$ cat src/include/tfse_pkg.sv
package tfse_pkg;
  // Operation select
  localparam logic [1:0] OP_FILL = 2'h0;
  localparam logic [1:0] OP_FIND = 2'h1;
  localparam logic [1:0] OP_GREATER = 2'h2;
  // Operand source select
  localparam logic [1:0] SRC_MEM = 2'h0;
  localparam logic [1:0] SRC_PTR = 2'h1;
  localparam logic [1:0] SRC_IMM = 2'h2;
  // Table limits
  localparam logic [15:0] MAX_TABLE_LEN = 16'h00FF;
  localparam logic [16:0] ADDR_LIMIT_DEF = 17'h0_4000;
  // Reset values
  localparam logic [15:0] WORD_ZERO = 16'h0000;
  localparam logic [31:0] ACC_ZERO = 32'h0000_0000;
  typedef enum logic [2:0] {
    TFSE_IDLE,
    TFSE_PTR,
    TFSE_KEY,
    TFSE_RUN,
    TFSE_DONE
  } tfse_state_t;
endpackage

$ cat src/rtl/tfse_engine.sv
`timescale 1ns/1ps
module tfse_engine
  import tfse_pkg::*;
#(
  parameter logic [16:0] ADDR_LIMIT = ADDR_LIMIT_DEF
) (
  // Clock and reset
  input wire logic sys_clk_i,
  input wire logic rst_i,
  // Operation request
  input wire logic start_i,
  input wire logic [1:0] op_i,
  input wire logic [1:0] src_i,
  input wire logic [15:0] operand_i,
  // Accumulator and operand stack
  input wire logic [31:0] acc_i,
  input wire logic [31:0] stack1_i,
  input wire logic [31:0] stack2_i,
  // Word memory
  output logic [15:0] mem_addr_o,
  output logic mem_rd_o,
  output logic mem_wr_o,
  output logic [15:0] mem_wdata_o,
  input wire logic [15:0] mem_rdata_i,
  // Results
  output logic busy_o,
  output logic done_o,
  output logic [31:0] acc_o,
  output logic acc_we_o,
  output logic range_error_flag_o,
  output logic flag_we_o
);

  tfse_state_t state_q, state_d;
  logic [1:0] op_q, op_d;
  logic [15:0] len_q, len_d;
  logic [15:0] base_q, base_d;
  logic [15:0] idx_q, idx_d;
  logic [15:0] key_q, key_d;
  logic v1_q, v1_d;
  logic v2_q, v2_d;
  logic [15:0] rdx1_q, rdx1_d;
  logic [15:0] rdx2_q, rdx2_d;
  logic [15:0] mem_addr_q, mem_addr_d;
  logic mem_rd_q, mem_rd_d;
  logic mem_wr_q, mem_wr_d;
  logic [15:0] mem_wdata_q, mem_wdata_d;
  logic busy_q, busy_d;
  logic done_q, done_d;
  logic [31:0] acc_q, acc_d;
  logic acc_we_q, acc_we_d;
  logic flag_q, flag_d;
  logic flag_we_q, flag_we_d;

  // Request decode, taken straight from the inputs in idle
  logic [15:0] req_len;
  logic [15:0] req_base;
  logic [15:0] req_start;
  logic [16:0] req_end;
  logic req_bad;

  always_comb begin
    req_len = stack1_i[15:0];
    req_base = acc_i[15:0];
    req_start = WORD_ZERO;
    case (op_i)
      OP_FIND: begin
        req_len = stack2_i[15:0];
        req_base = stack1_i[15:0];
        req_start = acc_i[15:0];
      end
      OP_GREATER: begin
        req_len = stack1_i[15:0];
        req_base = acc_i[15:0];
        req_start = WORD_ZERO;
      end
      default: begin
        req_len = stack1_i[15:0];
        req_base = acc_i[15:0];
        req_start = WORD_ZERO;
      end
    endcase
    req_end = {1'b0, req_base} + {1'b0, req_len};
    // Whole table checked up front so no partial fill lands
    req_bad = (req_len > MAX_TABLE_LEN)
      || (req_end > ADDR_LIMIT);
    if (op_i == OP_FIND && req_start >= req_len) begin
      req_bad = 1'b1;
    end
  end

  // Sequencer
  logic fin;
  logic fail;
  logic [15:0] res;
  logic hit;

  always_comb begin
    state_d = state_q;
    op_d = op_q;
    len_d = len_q;
    base_d = base_q;
    idx_d = idx_q;
    key_d = key_q;
    v1_d = 1'b0;
    v2_d = v1_q;
    rdx1_d = rdx1_q;
    rdx2_d = rdx1_q;
    mem_addr_d = mem_addr_q;
    mem_rd_d = 1'b0;
    mem_wr_d = 1'b0;
    mem_wdata_d = mem_wdata_q;
    done_d = 1'b0;
    acc_d = acc_q;
    acc_we_d = 1'b0;
    flag_d = flag_q;
    flag_we_d = 1'b0;
    fin = 1'b0;
    fail = 1'b0;
    res = WORD_ZERO;
    hit = 1'b0;
    if (op_q == OP_GREATER) begin
      hit = mem_rdata_i > key_q;
    end else begin
      hit = mem_rdata_i == key_q;
    end
    case (state_q)
      TFSE_IDLE: begin
        if (start_i) begin
          op_d = op_i;
          len_d = req_len;
          base_d = req_base;
          idx_d = req_start;
          key_d = operand_i;
          if (req_bad) begin
            fin = 1'b1;
            fail = 1'b1;
          end else if (src_i == SRC_IMM) begin
            state_d = TFSE_RUN;
          end else begin
            mem_addr_d = operand_i;
            mem_rd_d = 1'b1;
            v1_d = 1'b1;
            if (src_i == SRC_PTR) begin
              state_d = TFSE_PTR;
            end else begin
              state_d = TFSE_KEY;
            end
          end
        end
      end
      TFSE_PTR: begin
        // Pointer word names the operand word
        if (v2_q) begin
          mem_addr_d = mem_rdata_i;
          mem_rd_d = 1'b1;
          v1_d = 1'b1;
          state_d = TFSE_KEY;
        end
      end
      TFSE_KEY: begin
        if (v2_q) begin
          key_d = mem_rdata_i;
          state_d = TFSE_RUN;
        end
      end
      TFSE_RUN: begin
        if (op_q == OP_FILL) begin
          if (idx_q < len_q) begin
            mem_addr_d = base_q + idx_q;
            mem_wdata_d = key_q;
            mem_wr_d = 1'b1;
            idx_d = idx_q + 16'h0001;
          end else begin
            fin = 1'b1;
          end
        end else if (v2_q && hit) begin
          // Reads still in flight are dropped on a hit
          fin = 1'b1;
          res = rdx2_q;
        end else if (idx_q < len_q) begin
          mem_addr_d = base_q + idx_q;
          mem_rd_d = 1'b1;
          v1_d = 1'b1;
          rdx1_d = idx_q;
          idx_d = idx_q + 16'h0001;
        end else if (!v1_q && !v2_q) begin
          fin = 1'b1;
          fail = 1'b1;
          res = WORD_ZERO;
        end
      end
      TFSE_DONE: begin
        state_d = TFSE_IDLE;
      end
      default: begin
        state_d = TFSE_IDLE;
      end
    endcase
    if (fin) begin
      state_d = TFSE_DONE;
      done_d = 1'b1;
      flag_d = fail;
      flag_we_d = 1'b1;
      if (op_d != OP_FILL) begin
        acc_d = {16'h0000, res};
        acc_we_d = 1'b1;
      end
    end
    busy_d = state_d != TFSE_IDLE;
  end

  always_ff @(posedge sys_clk_i or posedge rst_i) begin
    if (rst_i) begin
      state_q <= TFSE_IDLE;
      op_q <= OP_FILL;
      len_q <= WORD_ZERO;
      base_q <= WORD_ZERO;
      idx_q <= WORD_ZERO;
      key_q <= WORD_ZERO;
      v1_q <= 1'b0;
      v2_q <= 1'b0;
      rdx1_q <= WORD_ZERO;
      rdx2_q <= WORD_ZERO;
      mem_addr_q <= WORD_ZERO;
      mem_rd_q <= 1'b0;
      mem_wr_q <= 1'b0;
      mem_wdata_q <= WORD_ZERO;
      busy_q <= 1'b0;
      done_q <= 1'b0;
      acc_q <= ACC_ZERO;
      acc_we_q <= 1'b0;
      flag_q <= 1'b0;
      flag_we_q <= 1'b0;
    end else begin
      state_q <= state_d;
      op_q <= op_d;
      len_q <= len_d;
      base_q <= base_d;
      idx_q <= idx_d;
      key_q <= key_d;
      v1_q <= v1_d;
      v2_q <= v2_d;
      rdx1_q <= rdx1_d;
      rdx2_q <= rdx2_d;
      mem_addr_q <= mem_addr_d;
      mem_rd_q <= mem_rd_d;
      mem_wr_q <= mem_wr_d;
      mem_wdata_q <= mem_wdata_d;
      busy_q <= busy_d;
      done_q <= done_d;
      acc_q <= acc_d;
      acc_we_q <= acc_we_d;
      flag_q <= flag_d;
      flag_we_q <= flag_we_d;
    end
  end

  // Every output straight from a flip-flop
  assign mem_addr_o = mem_addr_q;
  assign mem_rd_o = mem_rd_q;
  assign mem_wr_o = mem_wr_q;
  assign mem_wdata_o = mem_wdata_q;
  assign busy_o = busy_q;
  assign done_o = done_q;
  assign acc_o = acc_q;
  assign acc_we_o = acc_we_q;
  assign range_error_flag_o = flag_q;
  assign flag_we_o = flag_we_q;

endmodule

$ cat config.mk
export PLATFORM = sky130hd
export DESIGN_NAME = tfse_engine
export DESIGN_NICKNAME = d
export VERILOG_FILES = /design/src/include/tfse_pkg.sv /design/src/rtl/tfse_engine.sv
export SDC_FILE = /design/constraint.sdc
export NUM_CORES = 1
export LEC_CHECK = 0
export ABC_AREA = 1
export BUFFER_PORTS_ARGS = -buffer_cell sky130_fd_sc_hd__buf_2
export CORE_MARGIN = 3
export CORE_UTILIZATION = 40
export DETAILED_ROUTE_END_ITERATION = 8
export GPL_TIMING_DRIVEN = 1
export PLACE_DENSITY = 0.6
export SLEW_MARGIN = 15
export SYNTH_ARGS = -nofsm -noshare
export SYNTH_HDL_FRONTEND = slang
export SYNTH_SLANG_ARGS = --single-unit
$ cat constraint.sdc
create_clock -name sys_clk_i -period 9.2 [get_ports sys_clk_i]
set_clock_uncertainty 0.1 [all_clocks]
set_input_delay 1.38 -clock sys_clk_i [delete_from_list [all_inputs] [get_ports sys_clk_i]]
set_output_delay 1.38 -clock sys_clk_i [all_outputs]
set_load 0.03 [all_outputs]
==> results.toml <==
[outcome]
status = "finished clean"

[cells_and_area]
final_common_cell = "nand2_1"
syn_to_final_growth_pct = 14.3
antennaDiodeCount = 0
layout.nets = 1710
drive_above_1_share_pct = 16.6
fillers = 2454
mostFrequentLayoutCells = "396 x nand2_1, 161 x inv_1, 156 x dfrtp_1, 141 x buf_2, 134 x o21ai_0"

[critical_path]
crit_arrival_ps = 5830
critPathKind = "in2reg"
worstSetupEndpointType = "register"
r2r_cells = 14
worstSetupStartpointType = "input pin"
worst_ep_required_time_ps = 9410
regToRegStartpoint = "key_q[13]"
r2r_end = "idx_q[0]"
rrSetupSlack_ps = 5750
cp_max_fo = 77

[floorplanning]
die-height_um = 166
fp.dieW_um = 166
start_util_pct = 41.5
rows = 57
pin_count = 206
core_area_sq_um = 24700
dieArea_sq_um = 27600

[timing]
finalSetupTns_ps = 0
setup_slack_ps = 3570
worstMarginPinSlew_ps = 998
fmax_mhz = 178
max_slew_margin_pct = 33.4
fin_crit_sh_pct = 61.2
grt_setup_unrepaired = "false"
setup_viol = 0
hold_viol_final = 0
period_needed_ps = 5630
drv_slew = 0

[synth]
ys_warn_count = 0
synth_edf_count = 0
synth_seq_cells = 156
synth_area_sq_um = 10300
synth.avg_cell_area_sq_um = 7.44
async_flop_share_pct = 100
ys_seq_area_share_pct = 38.0
synth_ff_type = "dfrtp_1"
synth_cell_types = 50
synth_cells = 1379

[global_route]
grt_max_degree = 80
gr-total-overflow = 0
antenna_found_initial = 1
track_usage_pct = 20.6
grt_pass1_vias = 8662
grt_pass1_wl_mm = 46.1

[route]
routed_via_density = 5.06
dr_total_vias = 9285
drt_iter0_drc = 834
drt-pass1-iter-count = 5
ant_nets = 0
post_drt_wl_per_cell_um = 15.5
drc = 0
drt-total-wl_mm = 28.5

[placement]
port_buffers = 141
gp_congestion = 0.901
place_ws_ps = 3140
place_hpwl_mm = 22.1

[worst_hold_path]
hp-start = "rdx1_q[10]"
hp-class = "reg2reg"
hold_depth = 0
hold_end = "rdx2_q[10]"

[power]
pwr_density_cell_nw_per_um2 = 173
vdd_ir_drop_max_v = 0.000152
p_leak_nw = 6.36

[cts]
cts-root-buf = "clkbuf_16"
clock-sinks = 156
cts_buffer_depth = 2
clkTransAtPathRegs_ps = 60
cts_tree = "built"
clk_latency_ps = 420
cts_resized = 0
h-tree-depth = 4
cts_setup_buffers = 0
cts_buffers = 17
ctsHoldBuffers = 0

[flow_run]
max_cap_viol_count = 0
## registers in the layout (all words and copies together) (netlist names), 2 cells and up
signal and count:
rdx1_q 16, rdx2_q 16, base_q 16, idx_q 16
mem_wdata_o 16, state_q 3, len_q 16, op_q 2
mem_addr_o 16, acc_o 16, key_q 16
## worst max-delay path, cell delays in order
cell	delay (ps)
buf_2	120
inv_2	230
nand2_4	450
o21ai_0	810
inv_1	100
ha_1	330
nand2_1	50
nor3_1	310
nor2_1	120
nor2_2	180
nand2_2	100
nand2_2	80
nand2_1	80
nand2_1	100
a21oi_1	100
nand2_1	70
nand3_1	70
nor2_2	270
nand3_4	170
nand2_1	100
nand3_2	320
nand2_1	170
nand2_1	60
## stage by stage
stage          instance area, sq um  util, %  total power, W  std cells  hold slack, ps
5_1_grt                       11700     47.4         0.00215       1836             284
6_report                      11700     47.4         0.00202       1836             276
3_3_place_gp                  11100     45.0         0.00132       1804             262
2_1_floorplan                 10300        -         0.00118       1394             249
3_5_place_dp                  11100     45.0         0.00133       1804             262
4_1_cts                       11700     47.4         0.00204       1836             278
## how the worst max path moves through the flow
stage / from / end / slack (ps) / cells past startpoint
6_report: op_i[1] / mem_addr_o[12] / 3570 / 23
5_1_grt: op_i[1] / mem_addr_o[1] / 3050 / 23
3_5_place_dp: op_i[1] / mem_addr_o[8] / 3140 / 23
2_1_floorplan: rst_i / acc_o[0] / 3510 / 1
3_3_place_gp: op_i[1] / mem_addr_o[3] / 3240 / 23
4_1_cts: op_i[1] / mem_addr_o[15] / 3600 / 23
## metal layers
layer / global-route usage, % / wire length (um) / vias to the layer above
li1: - / - / 4714
met1: 30.5 / 13700 / 4275
met2: 31.5 / 12600 / 263
met3: 3.33 / 1590 / 31
met4: 5.32 / 547 / 2
met5: 0 / 13 / -
## synthesized netlist by cell type, types with 3 or more instances
cell type / instances / area (sq um)
nand2_1: 396 / 1490
inv_1: 162 / 608
dfrtp_1: 156 / 3900
o21ai_0: 134 / 671
nand3_1: 81 / 405
nor2_1: 79 / 297
ha_1: 74 / 926
a21oi_1: 67 / 335
clkbuf_1: 35 / 131
o211ai_1: 24 / 180
nand2_2: 20 / 125
buf_4: 19 / 143
a31oi_1: 12 / 75.1
nand2_4: 12 / 135
nor3_1: 12 / 60.1
nand4_1: 10 / 62.6
inv_2: 8 / 30.0
o21ai_2: 8 / 70.1
xor2_1: 8 / 70.1
buf_6: 5 / 56.3
or2_2: 5 / 31.3
nor2_2: 4 / 25.0
o2111ai_1: 4 / 35.0
o21ai_1: 4 / 20.0
nand3_2: 3 / 30.0
nand3b_1: 3 / 22.5
o22ai_1: 3 / 18.8
xnor2_1: 3 / 26.3
## logic make-up after synthesis
group,count (synthesis),share of synthesized area (%)
AO/OA/AOI/OAI,268,14.7
flip-flops,156,38.0
buffers and inverters,233,9.76
XOR/XNOR,11,0.939
other,1,0.0366
AND/OR/NAND/NOR,633,27.0
multiplexers,1,0.110
adder cells (fa/ha/maj),76,9.41
## area by class of cell
| type | count | area (sq um) | share of cell area (%) |
|---|---|---|---|
| well taps | 324 | 405 | 3.46 |
| clock inverters | 14 | 146 | 1.25 |
| flip-flops and latches | 156 | 3900 | 33.3 |
| clock buffers | 18 | 439 | 3.74 |
| multi-input cells | 1005 | 5430 | 46.3 |
| inverters | 171 | 647 | 5.52 |
| repair buffers | 148 | 758 | 6.47 |
## power breakdown
part	switching (W)	leakage (nW)	internal [W]
clock network	0.000314	0.288	0.000391
registers	0.0000477	2.03	0.000752
logic	0.000351	4.04	0.000168
total	0.000713	6.36	0.00131
Power figures use the tool's default switching activity.
